## config.mk

```make
export PLATFORM = sky130hd
export DESIGN_NAME = speaker_amp_sense_boost_control
export DESIGN_NICKNAME = d
export VERILOG_FILES = /design/src/verilog/amp_ctrl_pkg.sv /design/src/verilog/agc_limiter.sv /design/src/verilog/boost_lookahead.sv /design/src/verilog/speaker_amp_sense_boost_control.sv
export VERILOG_INCLUDE_DIRS = /design/src /design/src/verilog
export SDC_FILE = /design/constraint.sdc
export NUM_CORES = 2
export LEC_CHECK = 0
export BUFFER_PORTS_ARGS = -buffer_cell sky130_fd_sc_hd__buf_2
export CAP_MARGIN = 20
export CORE_ASPECT_RATIO = 2
export CORE_MARGIN = 2
export CORE_UTILIZATION = 55
export DETAILED_ROUTE_END_ITERATION = 16
export HOLD_SLACK_MARGIN = 0.06
export MAX_ROUTING_LAYER = met4
export PLACE_DENSITY_LB_ADDON = 0.08
export SLEW_MARGIN = 25
export SYNTH_ARGS = -nofsm -noshare
export SYNTH_HDL_FRONTEND = slang
export SYNTH_SLANG_ARGS = --single-unit
```

## constraint.sdc

```tcl
create_clock -name i_clk -period 13.8 [get_ports i_clk]
set_clock_uncertainty 0.15 [all_clocks]
set_input_delay 1.38 -clock i_clk [delete_from_list [all_inputs] [get_ports i_clk]]
set_output_delay 1.38 -clock i_clk [all_outputs]
set_load 0.005 [all_outputs]
```

## src/verilog/amp_ctrl_regs.svh

```systemverilog
// Behaviour
// - Multi-byte read streams successive register bytes.
// - Three-bit slew select, reset code 100.
// - Current sense range at bits 2:1.
// - Sense mute bit 1 mutes current sense.
// - Sense mute bit 0 mutes voltage sense.
// - Power bit 1 powers down current sense.
// - Power bit 0 powers down voltage sense.
// - Powered-down sense channel returns null samples.
// - No attenuation below limit, attack above it.
// - Gain reduction decays only past hysteresis margin.
// - Limit constant above inflection, sloped below.
// - Attack, decay, inflection, slope are configurable.
// - Boost forced on below 2.9 V battery.
// - Shut down at brownout level, never below 2.7 V.
// - Look-ahead enables boost before output nears battery.
// - Unneeded boost is disabled and bypassed.
// - Amp control bit 4 selects boost mode.
`ifndef AMP_CTRL_REGS_SVH
`define AMP_CTRL_REGS_SVH

// Register offsets on the control port.
`define REG_SLEW 8'h00
`define REG_SENSE_CFG 8'h01
`define REG_SENSE_MUTE 8'h02
`define REG_POWER2 8'h03
`define REG_AMP_CTRL 8'h04
`define REG_VLIM_MAX 8'h05
`define REG_INFLECTION 8'h06
`define REG_SLOPE 8'h07
`define REG_HYST 8'h08
`define REG_ATTACK 8'h09
`define REG_DECAY 8'h0a
`define REG_BROWNOUT 8'h0b
`define REG_STATUS 8'h0c
`define REG_ATTEN 8'h0d

// Field positions.
`define BIT_BOOST_MODE 4
`define BIT_ISNS 1
`define BIT_VSNS 0

// Reset values.
`define RST_SLEW 3'h4
`define RST_RANGE 2'h0
`define RST_BOOST_MODE 1'h1
`define RST_VLIM_MAX 8'hc0
`define RST_INFLECTION 8'h64
`define RST_SLOPE 8'h10
`define RST_HYST 8'h08
`define RST_ATTACK 8'h01
`define RST_DECAY 8'h40
`define RST_BROWNOUT 8'h00

// Device address upper five bits on the two-wire port.
`define DEV_ADDR_HI 5'h13

// Battery thresholds in millivolts and the code step of level registers.
`define BOOST_FORCE_MV 16'h0b54
`define BROWNOUT_MIN_MV 16'h0a8c
`define LEVEL_STEP_MV 16'h000a

`endif

```

## src/verilog/amp_ctrl_pkg.sv

```systemverilog
package amp_ctrl_pkg;

  // Two-wire slave sequencing states.
  typedef enum logic [3:0] {
    ST_IDLE = 4'b0000,
    ST_ADDR = 4'b0001,
    ST_ADDR_ACK = 4'b0010,
    ST_REG = 4'b0011,
    ST_REG_ACK = 4'b0100,
    ST_WDATA = 4'b0101,
    ST_WDATA_ACK = 4'b0110,
    ST_RDATA = 4'b0111,
    ST_RDATA_ACK = 4'b1000
  } i2c_state_t;

  // Magnitude of a signed sample; the most negative value saturates.
  function automatic logic [14:0] magnitude(input logic signed [15:0] s);
    logic [15:0] m;
    m = s[15] ? 16'(-s) : 16'(s);
    magnitude = m[15] ? 15'h7fff : m[14:0];
  endfunction

  // Battery level code to millivolts, floor at 2.7 V.
  function automatic logic [15:0] code_to_mv(input logic [7:0] code);
    code_to_mv = 16'h0a8c + 16'(code) * 16'h000a;
  endfunction

endpackage

```

## src/verilog/agc_limiter.sv

```systemverilog
`timescale 1ns/1ps
module agc_limiter
  import amp_ctrl_pkg::*;
(
  // Clock and reset.
  input wire logic i_clk,
  input wire logic i_sys_rst,
  // Audio in.
  input wire logic i_sample_valid,
  input wire logic signed [15:0] i_sample,
  input wire logic [15:0] i_vbat_mv,
  // Tuning.
  input wire logic [7:0] i_vlim_max,
  input wire logic [7:0] i_inflection,
  input wire logic [7:0] i_slope,
  input wire logic [7:0] i_hyst,
  input wire logic [7:0] i_attack,
  input wire logic [7:0] i_decay,
  // Audio out and state.
  output logic signed [15:0] o_sample,
  output logic [7:0] o_atten
);

  logic [15:0] infl_mv; // Inflection point in millivolts.
  logic [14:0] vmax; // Flat part of the limit.
  logic [23:0] drop; // Limit reduction below inflection.
  logic [14:0] limit; // Current output limit.
  logic signed [25:0] prod; // Sample times gain.
  logic signed [15:0] scaled; // Attenuated sample.
  logic [14:0] mag; // Magnitude after attenuation.
  logic [7:0] atk_cnt_q; // Samples since the last attack step.
  logic [7:0] dcy_cnt_q; // Samples since the last decay step.

  // Limit follows battery below inflection, stays flat above it.
  always_comb begin
    infl_mv = code_to_mv(i_inflection);
    vmax = {i_vlim_max, 7'h00};
    drop = 24'h0;
    limit = vmax;
    if (i_vbat_mv < infl_mv) begin
      drop = (24'(infl_mv - i_vbat_mv) * 24'(i_slope)) >> 4;
      limit = (drop >= 24'(vmax)) ? 15'h0 : vmax - drop[14:0];
    end
  end

  // Gain is 256 minus attenuation, in 1/256 steps.
  always_comb begin
    prod = i_sample * $signed({1'b0, 9'h100 - 9'(o_atten)});
    scaled = prod[23:8];
    mag = magnitude(scaled);
  end

  // Attack above the limit, decay only below limit less hysteresis.
  always_ff @(posedge i_clk) begin
    if (i_sys_rst) begin
      o_atten <= 8'h00;
      atk_cnt_q <= 8'h00;
      dcy_cnt_q <= 8'h00;
    end else if (i_sample_valid) begin
      if (mag > limit) begin
        dcy_cnt_q <= 8'h00;
        if (atk_cnt_q >= i_attack) begin
          atk_cnt_q <= 8'h00;
          if (o_atten != 8'hff) begin
            o_atten <= o_atten + 8'h01;
          end
        end else begin
          atk_cnt_q <= atk_cnt_q + 8'h01;
        end
      end else if (16'(mag) + 16'(i_hyst) < 16'(limit)) begin
        atk_cnt_q <= 8'h00;
        if (dcy_cnt_q >= i_decay) begin
          dcy_cnt_q <= 8'h00;
          if (o_atten != 8'h00) begin
            o_atten <= o_atten - 8'h01;
          end
        end else begin
          dcy_cnt_q <= dcy_cnt_q + 8'h01;
        end
      end else begin
        // Inside the hysteresis band the gain simply holds.
        atk_cnt_q <= 8'h00;
        dcy_cnt_q <= 8'h00;
      end
    end
  end

  // Registered audio output.
  always_ff @(posedge i_clk) begin
    if (i_sys_rst) begin
      o_sample <= 16'sh0000;
    end else if (i_sample_valid) begin
      o_sample <= scaled;
    end
  end

endmodule // agc_limiter

```

## src/verilog/boost_lookahead.sv

```systemverilog
`timescale 1ns/1ps
`include "amp_ctrl_regs.svh"
module boost_lookahead
  import amp_ctrl_pkg::*;
#(
  parameter logic [15:0] FS_MV = 16'h1f40,
  parameter logic [15:0] HEADROOM_MV = 16'h0190,
  parameter logic [15:0] HOLD_SAMPLES = 16'h0100,
  parameter int STEP_SHIFT = 7
) (
  // Clock and reset.
  input wire logic i_clk,
  input wire logic i_sys_rst,
  // Upcoming audio and battery.
  input wire logic i_sample_valid,
  input wire logic signed [15:0] i_sample,
  input wire logic [15:0] i_vbat_mv,
  input wire logic i_mode,
  // Boost command.
  output logic o_enable,
  output logic o_bypass,
  output logic [3:0] o_level
);

  logic [30:0] req_full; // Required output in scaled millivolts.
  logic [16:0] need_mv; // Required rail with headroom.
  logic need; // Audio demand exceeds battery.
  logic force_on; // Battery below the forced-boost level.
  logic [16:0] excess; // Rail needed above battery.
  logic [16:0] steps; // Excess in level steps.
  logic [15:0] hold_q; // Samples left before the boost may drop.

  // Demand is judged on the sample before gain, giving look-ahead.
  always_comb begin
    req_full = 31'(magnitude(i_sample)) * 31'(FS_MV);
    need_mv = 17'(req_full[30:15]) + 17'(HEADROOM_MV);
    need = need_mv >= 17'(i_vbat_mv);
    force_on = i_vbat_mv < `BOOST_FORCE_MV;
    excess = need ? need_mv - 17'(i_vbat_mv) : 17'h0;
    steps = excess >> STEP_SHIFT;
  end

  // Enable, level and bypass; the hold timer avoids chattering.
  always_ff @(posedge i_clk) begin
    if (i_sys_rst) begin
      o_enable <= 1'b0;
      o_bypass <= 1'b1;
      o_level <= 4'h0;
      hold_q <= 16'h0000;
    end else if (i_sample_valid) begin
      if (need || force_on) begin
        o_enable <= 1'b1;
        o_bypass <= 1'b0;
        hold_q <= HOLD_SAMPLES;
        if (i_mode) begin
          o_level <= 4'hf;
        end else begin
          o_level <= (steps >= 17'h0f) ? 4'hf : 4'(steps) + 4'h1;
        end
      end else if (hold_q != 16'h0000) begin
        hold_q <= hold_q - 16'h0001;
      end else begin
        o_enable <= 1'b0;
        o_bypass <= 1'b1;
        o_level <= 4'h0;
      end
    end
  end

endmodule // boost_lookahead

```

## src/verilog/speaker_amp_sense_boost_control.sv

```systemverilog
`timescale 1ns/1ps
`include "amp_ctrl_regs.svh"
module speaker_amp_sense_boost_control
  import amp_ctrl_pkg::*;
(
  // Clock and reset.
  input wire logic i_clk,
  input wire logic i_sys_rst,
  // Two-wire control port and address straps.
  input wire logic i_scl,
  input wire logic i_sda,
  output logic o_sda_out,
  output logic o_sda_oe,
  input wire logic i_adr0,
  input wire logic i_adr1,
  // Battery monitor.
  input wire logic i_vbat_valid,
  input wire logic [15:0] i_vbat_mv,
  // Audio path.
  input wire logic i_audio_valid,
  input wire logic signed [15:0] i_audio,
  output logic o_audio_valid,
  output logic signed [15:0] o_audio,
  // Sense samples.
  input wire logic i_sense_valid,
  input wire logic signed [15:0] i_isense,
  input wire logic signed [15:0] i_vsense,
  output logic o_sense_valid,
  output logic signed [15:0] o_isense,
  output logic signed [15:0] o_vsense,
  // Analog controls.
  output logic [2:0] o_slew_select,
  output logic [1:0] o_current_sense_range,
  output logic o_current_sense_powerdown,
  output logic o_voltage_sense_powerdown,
  output logic o_boost_mode_select,
  output logic o_boost_enable,
  output logic o_boost_bypass,
  output logic [3:0] o_boost_level,
  output logic o_shutdown
);

  // Pin synchronisers; stage one only feeds stage two.
  logic scl_s1_q, scl_s2_q, scl_s3_q;
  logic sda_s1_q, sda_s2_q, sda_s3_q;
  logic [1:0] adr_s1_q, adr_s2_q;
  // Bus events from the synchronised pins.
  logic scl_rise, scl_fall, bus_start, bus_stop;
  logic [6:0] dev_addr;
  // Slave sequencing.
  i2c_state_t state_q;
  logic [7:0] shreg_q; // Shift register for both directions.
  logic [3:0] cnt_q; // Bits moved in the current byte.
  logic rw_q; // Direction of the current access.
  logic [7:0] ptr_q; // Register pointer, auto-incrementing.
  logic wr_stb_q; // One-cycle write strobe into the register file.
  logic [7:0] wr_addr_q, wr_data_q;
  logic [7:0] rd_data; // Read mux output.
  // Register file contents.
  logic [2:0] slew_q;
  logic [1:0] range_q;
  logic isns_mute_q, vsns_mute_q;
  logic isns_pd_q, vsns_pd_q;
  logic boost_mode_q;
  logic [7:0] vlim_max_q, inflection_q, slope_q, hyst_q, attack_q, decay_q, brownout_q;
  // Processing state.
  logic [15:0] vbat_q; // Last battery reading.
  logic [7:0] atten;
  logic signed [15:0] agc_sample;
  logic audio_valid_q;

  // Two flip-flops on every pin, a third on clock and data for edge detection.
  always_ff @(posedge i_clk) begin
    if (i_sys_rst) begin
      scl_s1_q <= 1'b1;
      scl_s2_q <= 1'b1;
      scl_s3_q <= 1'b1;
      sda_s1_q <= 1'b1;
      sda_s2_q <= 1'b1;
      sda_s3_q <= 1'b1;
      adr_s1_q <= 2'h0;
      adr_s2_q <= 2'h0;
    end else begin
      scl_s1_q <= i_scl;
      scl_s2_q <= scl_s1_q;
      scl_s3_q <= scl_s2_q;
      sda_s1_q <= i_sda;
      sda_s2_q <= sda_s1_q;
      sda_s3_q <= sda_s2_q;
      adr_s1_q <= {i_adr1, i_adr0};
      adr_s2_q <= adr_s1_q;
    end
  end

  // Start and stop are data edges while the clock is high.
  always_comb begin
    scl_rise = scl_s2_q & ~scl_s3_q;
    scl_fall = ~scl_s2_q & scl_s3_q;
    bus_start = scl_s2_q & scl_s3_q & sda_s3_q & ~sda_s2_q;
    bus_stop = scl_s2_q & scl_s3_q & ~sda_s3_q & sda_s2_q;
    dev_addr = {`DEV_ADDR_HI, adr_s2_q};
  end

  // The line is only ever pulled low; the pull-up gives the high level.
  assign o_sda_out = 1'b0;

  // Read mux; unmapped offsets and reserved bits read as zero.
  always_comb begin
    case (ptr_q)
      `REG_SLEW: rd_data = {5'h00, slew_q};
      `REG_SENSE_CFG: rd_data = {5'h00, range_q, 1'b0};
      `REG_SENSE_MUTE: rd_data = {6'h00, isns_mute_q, vsns_mute_q};
      `REG_POWER2: rd_data = {6'h00, isns_pd_q, vsns_pd_q};
      `REG_AMP_CTRL: rd_data = {3'h0, boost_mode_q, 4'h0};
      `REG_VLIM_MAX: rd_data = vlim_max_q;
      `REG_INFLECTION: rd_data = inflection_q;
      `REG_SLOPE: rd_data = slope_q;
      `REG_HYST: rd_data = hyst_q;
      `REG_ATTACK: rd_data = attack_q;
      `REG_DECAY: rd_data = decay_q;
      `REG_BROWNOUT: rd_data = brownout_q;
      `REG_STATUS: rd_data = {4'h0, o_shutdown, o_boost_bypass, o_boost_enable, 1'b0};
      `REG_ATTEN: rd_data = atten;
      default: rd_data = 8'h00;
    endcase
  end

  // Slave sequencer: bits sampled on clock rise, driven after clock fall.
  always_ff @(posedge i_clk) begin
    if (i_sys_rst) begin
      state_q <= ST_IDLE;
      shreg_q <= 8'h00;
      cnt_q <= 4'h0;
      rw_q <= 1'b0;
      ptr_q <= 8'h00;
      o_sda_oe <= 1'b0;
      wr_stb_q <= 1'b0;
      wr_addr_q <= 8'h00;
      wr_data_q <= 8'h00;
    end else begin
      wr_stb_q <= 1'b0;
      if (bus_start) begin
        // A repeated start keeps the pointer so a read follows its write.
        state_q <= ST_ADDR;
        cnt_q <= 4'h0;
        o_sda_oe <= 1'b0;
      end else if (bus_stop) begin
        state_q <= ST_IDLE;
        o_sda_oe <= 1'b0;
      end else begin
        case (state_q)
          ST_ADDR, ST_REG, ST_WDATA: begin
            if (scl_rise) begin
              shreg_q <= {shreg_q[6:0], sda_s2_q};
              cnt_q <= cnt_q + 4'h1;
            end else if (scl_fall && cnt_q == 4'h8) begin
              cnt_q <= 4'h0;
              if (state_q == ST_ADDR) begin
                // Another device's address: stay off the bus until the next start.
                if (shreg_q[7:1] == dev_addr) begin
                  rw_q <= shreg_q[0];
                  o_sda_oe <= 1'b1;
                  state_q <= ST_ADDR_ACK;
                end else begin
                  state_q <= ST_IDLE;
                end
              end else if (state_q == ST_REG) begin
                ptr_q <= shreg_q;
                o_sda_oe <= 1'b1;
                state_q <= ST_REG_ACK;
              end else begin
                wr_stb_q <= 1'b1;
                wr_addr_q <= ptr_q;
                wr_data_q <= shreg_q;
                ptr_q <= ptr_q + 8'h01;
                o_sda_oe <= 1'b1;
                state_q <= ST_WDATA_ACK;
              end
            end
          end
          ST_ADDR_ACK: begin
            if (scl_fall) begin
              if (rw_q) begin
                // Load the byte at the pointer and drive its first bit.
                shreg_q <= rd_data;
                o_sda_oe <= ~rd_data[7];
                ptr_q <= ptr_q + 8'h01;
                cnt_q <= 4'h1;
                state_q <= ST_RDATA;
              end else begin
                o_sda_oe <= 1'b0;
                cnt_q <= 4'h0;
                state_q <= ST_REG;
              end
            end
          end
          ST_REG_ACK, ST_WDATA_ACK: begin
            if (scl_fall) begin
              o_sda_oe <= 1'b0;
              cnt_q <= 4'h0;
              state_q <= ST_WDATA;
            end
          end
          ST_RDATA: begin
            if (scl_fall) begin
              if (cnt_q == 4'h8) begin
                o_sda_oe <= 1'b0;
                state_q <= ST_RDATA_ACK;
              end else begin
                o_sda_oe <= ~shreg_q[6];
                shreg_q <= {shreg_q[6:0], 1'b0};
                cnt_q <= cnt_q + 4'h1;
              end
            end
          end
          ST_RDATA_ACK: begin
            if (scl_rise) begin
              // Acknowledge asks for another byte; a not-acknowledge ends it.
              state_q <= sda_s2_q ? ST_IDLE : ST_ADDR_ACK;
            end
          end
          default: begin
            o_sda_oe <= 1'b0;
          end
        endcase
      end
    end
  end

  // Register file; each register stores only its own fields.
  always_ff @(posedge i_clk) begin
    if (i_sys_rst) begin
      slew_q <= `RST_SLEW;
      range_q <= `RST_RANGE;
      isns_mute_q <= 1'b0;
      vsns_mute_q <= 1'b0;
      isns_pd_q <= 1'b0;
      vsns_pd_q <= 1'b0;
      boost_mode_q <= `RST_BOOST_MODE;
      vlim_max_q <= `RST_VLIM_MAX;
      inflection_q <= `RST_INFLECTION;
      slope_q <= `RST_SLOPE;
      hyst_q <= `RST_HYST;
      attack_q <= `RST_ATTACK;
      decay_q <= `RST_DECAY;
      brownout_q <= `RST_BROWNOUT;
    end else if (wr_stb_q) begin
      // Reserved codes are stored as written and touch nothing else.
      case (wr_addr_q)
        `REG_SLEW: slew_q <= wr_data_q[2:0];
        `REG_SENSE_CFG: range_q <= wr_data_q[2:1];
        `REG_SENSE_MUTE: begin
          isns_mute_q <= wr_data_q[`BIT_ISNS];
          vsns_mute_q <= wr_data_q[`BIT_VSNS];
        end
        `REG_POWER2: begin
          isns_pd_q <= wr_data_q[`BIT_ISNS];
          vsns_pd_q <= wr_data_q[`BIT_VSNS];
        end
        `REG_AMP_CTRL: boost_mode_q <= wr_data_q[`BIT_BOOST_MODE];
        `REG_VLIM_MAX: vlim_max_q <= wr_data_q;
        `REG_INFLECTION: inflection_q <= wr_data_q;
        `REG_SLOPE: slope_q <= wr_data_q;
        `REG_HYST: hyst_q <= wr_data_q;
        `REG_ATTACK: attack_q <= wr_data_q;
        `REG_DECAY: decay_q <= wr_data_q;
        `REG_BROWNOUT: brownout_q <= wr_data_q;
        default: begin
        end
      endcase
    end
  end

  // Control outputs straight from the register file.
  always_comb begin
    o_slew_select = slew_q;
    o_current_sense_range = range_q;
    o_current_sense_powerdown = isns_pd_q;
    o_voltage_sense_powerdown = vsns_pd_q;
    o_boost_mode_select = boost_mode_q;
  end

  // Sense samples: powered-down or muted channels read as zero.
  always_ff @(posedge i_clk) begin
    if (i_sys_rst) begin
      o_sense_valid <= 1'b0;
      o_isense <= 16'sh0000;
      o_vsense <= 16'sh0000;
    end else begin
      o_sense_valid <= i_sense_valid;
      if (i_sense_valid) begin
        o_isense <= (isns_pd_q || isns_mute_q) ? 16'sh0000 : i_isense;
        o_vsense <= (vsns_pd_q || vsns_mute_q) ? 16'sh0000 : i_vsense;
      end
    end
  end

  // Battery capture and sticky brownout shutdown; code 0 is 2.7 V.
  always_ff @(posedge i_clk) begin
    if (i_sys_rst) begin
      vbat_q <= 16'hffff;
      o_shutdown <= 1'b0;
    end else if (i_vbat_valid) begin
      vbat_q <= i_vbat_mv;
      if (i_vbat_mv < code_to_mv(brownout_q)) begin
        o_shutdown <= 1'b1;
      end
    end
  end

  // Battery-tracking gain control on the audio path.
  agc_limiter u_agc (
    .i_clk(i_clk),
    .i_sys_rst(i_sys_rst),
    .i_sample_valid(i_audio_valid),
    .i_sample(i_audio),
    .i_vbat_mv(vbat_q),
    .i_vlim_max(vlim_max_q),
    .i_inflection(inflection_q),
    .i_slope(slope_q),
    .i_hyst(hyst_q),
    .i_attack(attack_q),
    .i_decay(decay_q),
    .o_sample(agc_sample),
    .o_atten(atten)
  );

  // Boost decision looks at the raw input, registered in the same cycle as the amplifier's sample.
  boost_lookahead u_boost (
    .i_clk(i_clk),
    .i_sys_rst(i_sys_rst),
    .i_sample_valid(i_audio_valid),
    .i_sample(i_audio),
    .i_vbat_mv(vbat_q),
    .i_mode(boost_mode_q),
    .o_enable(o_boost_enable),
    .o_bypass(o_boost_bypass),
    .o_level(o_boost_level)
  );

  // Audio out is the limiter output, silenced after brownout.
  always_ff @(posedge i_clk) begin
    if (i_sys_rst) begin
      audio_valid_q <= 1'b0;
    end else begin
      audio_valid_q <= i_audio_valid;
    end
  end

  assign o_audio_valid = audio_valid_q;
  assign o_audio = o_shutdown ? 16'sh0000 : agc_sample;

endmodule // speaker_amp_sense_boost_control

```

==> out/summary.txt <==
Status - completed
Final non-filler cell total - 4133
Worst-skew pair later-pin latency - 570 ps
Antenna Nets Post-Route - 0
H-tree Lvls - 1
Die span in x - 163.7 um
Total track usage - 35.26%
Detailed Place HPWL - 72.31 mm
Placed cells - 4092
DR pass1 iterations - 7
TritonCTS clock tree - yes
Unrepaired setup endpoints after global routing - true
Worst Hold Path EP - sda_s2_q
Core area - 50650 um2
Slowest stage delay, CP - 690 ps
Critical hold path startpoint - sda_s1_q
Area grow syn2layout - 7.652%
FF+latch count, synth - 232
Share of layout cells above drive strength 1 - 7.655%
GP Congestion - 1.009
Crit start category - register
Highest-count cells in the layout ignoring fill and taps - inv_1 (435), nand2_1 (336), ha_1 (279)
Nets@finish - 4088
Required @ worst endpoint - 14100 ps
Initial antenna violation count - 2
Worst Path Max Fanout - 16
Syn. warnings - 0
Clk slew on worst S/H paths - 80 ps
EDFF count, synth - 0
Final clock period utilization by the worst path - 94.93%
Hold Crit Class - register to register
Worst Setup End Kind - register
DRC violations left - 0
Mapped Area - 28060 um2
Fmax - 76.33 MHz
Register area share after synthesis - 16.55%
Clock Sinks - 232
R2r startpoint - u_agc.o_atten[3]
Slowest cell on crit path - or4b_2
Die area - 52950 um2
Vias in the first global route - 25980
Die span in y - 323.4 um
IO Count - 140
Max-slew violations - 0
Synth Instances - 3393
Worst Max-Slew Pin Slew - 1029 ps
Port Buf Inserts - 138
Worst path arrival time - 13400 ps
Cell count of the worst reg-to-reg path - 45
Final hold violations - 0
Syn nets - 4019
TritonCTS Buffers - 22
Cell Rows - 117
Slew HR - 31.11%
Critical path class - register to register
Number of max-cap violations - 0
GRT Residual Overflow - 0
Primary FF master, synth - dfxtp_1
Clk buf depth - 3
Commonest non-fill, non-tap cell in the layout - inv_1
Global-route wire length before repair - 139.7 mm
Reg2Reg Setup Slack - 700 ps
Most frequent CP cell - a21oi_1
Pin count of the biggest net entering global routing - 96
WL/cell - 21.34 um
DRT Wirelength - 88.19 mm
Initial detailed-routing violation count - 1222
Clock period minus worst slack - 13100 ps
FFs w/ async S/R, synth - 0%
Vias - 24440
Via density - 5.913
Distinct cells, synth - 90
CTS root buf - clkbuf_16
Syn Area/Cell - 8.269 um2
Final setup vio count - 0
Reg2reg end - u_agc.o_atten[0]
Initial Utilization - 55.39%
Hold depth - 1
## Yosys cell counts (all sizes together), types with 8 or more instances
library cell	n	area, um2
and2	183	1145
o21bai	14	105.1
clkbuf	115	431.7
o22ai	9	56.30
a221oi	13	113.9
fa	273	5465
nor4	17	106.4
ha	280	3503
nand3	54	270.3
xor2	81	709.4
nand3b	8	60.06
buf	14	68.81
nand2b	29	181.4
nor3	42	210.2
nor2	255	975.9
a311oi	8	70.07
a211oi	32	240.2
o21ai	94	470.5
a22oi	38	285.3
xnor2	99	867.1
a31oi	23	158.9
mux2i	75	750.7
o211ai	21	157.7
dfxtp	232	4644
inv	435	1633
o31ai	22	178.9
o21a	22	165.2
nor2b	97	606.8
nand2	336	1261
a21boi	9	67.56
a21oi	192	960.9
a22o	10	87.58
nor3b	13	97.59
or2	21	131.4
or3	15	98.84
a21o	69	518.0
nand4	27	168.9
and3	15	93.84
## metal layers
| metal | share of wire [%] | wire [um] | GRT usage (%) |
|---|---|---|---|
| met1 | 32 | 28160 | 31.24 |
| met2 | 54 | 47420 | 64.73 |
| met3 | 4.3 | 3833 | 5.155 |
| met4 | 10 | 8776 | 29.14 |
| met5 | 0 | 0 | - |
## cell families (layout without fill, tap and decap cells)
family,Yosys count,after routing,synth area share [%]
simple gates,1141,1141,20.25
compound gates,642,642,15.12
buf+inv,564,646,7.603
fa+ha+maj,555,555,32.04
flops,232,232,16.55
xor+xnor,180,180,5.619
mux,78,78,2.809
other cells,1,5,0.01337
## stage by stage
stage / util, % / cell area [um2] / setup WS, ps / setup TNS [ps] / hold slack, ps
finish: 59.63 / 30210 / 699.7 / 0 / 269.5
global route: 59.62 / 30200 / -79.00 / -90.79 / 294.2
CTS: 59.44 / 30110 / 455.7 / 0 / 273.7
detailed placement: 57.96 / 29360 / 470.4 / 0 / 245.4
global placement: 57.96 / 29360 / 627.5 / 0 / 243.1
floorplan: - / 28060 / 1443 / 0 / 239.5
## worst max-delay path: cells and delay by family (launching register included)
kind | cells | cell delay [ps]
compound gates | 16 | 3550
simple gates | 15 | 4170
mux | 1 | 320
fa+ha+maj | 8 | 3650
xor+xnor | 2 | 290
buf+inv | 3 | 380
flops | 1 | 430
## state kept, by name (all words and copies together) (netlist names), 8 cells and up
register and count:
slope_q 8, hyst_q 8, brownout_q 8, u_agc.atk_cnt_q 8, u_agc.dcy_cnt_q 8, ptr_q 8, vlim_max_q 8, vbat_q 16
o_isense 16, shreg_q 8, attack_q 8, u_boost.hold_q 16, u_agc.o_atten 8, wr_addr_q 8, o_vsense 16, wr_data_q 8
u_agc.o_sample 16, inflection_q 8, decay_q 8
## worst max-delay path by stage
| stage | from | endpoint | slack, ps | depth (start not counted) |
|---|---|---|---|---|
| after global routing | inflection_q[1] | u_agc.o_atten[7] | -80 | 56 |
| final | u_agc.o_atten[3] | u_agc.o_atten[0] | 700 | 45 |
| after detailed placement | inflection_q[1] | u_agc.o_atten[7] | 470 | 54 |
| after CTS | u_agc.o_atten[3] | u_agc.o_atten[0] | 460 | 46 |
| after floorplan | inflection_q[1] | u_agc.o_atten[7] | 1440 | 54 |
| after global placement | u_agc.o_atten[4] | u_agc.o_atten[0] | 630 | 43 |
## final cells by class
cell class,count,area (um2)
Clock inverter,9,147.6
Timing Repair Buffer,174,963.4
Sequential cell,232,4646
Multi-Input combinational cell,2597,21380
Fill cell,4619,20450
Antenna cell,4,10.01
Clock buffer,28,603.1
Inverter,435,1633
Tap cell,654,818.3
## timing repair
| item | 4_1_cts | 5_1_grt |
|---|---|---|
| buffers inserted | 0 | 0 |
| resized for setup | 0 | 14 |
| hold buffers | 0 | 0 |
| setup endpoints to repair | 0 | 15 |
| hold endpoints to repair | 0 | 0 |
Power is not shown: default switching activity piles up to over one toggle a cycle in this logic, so the estimate is an artifact.
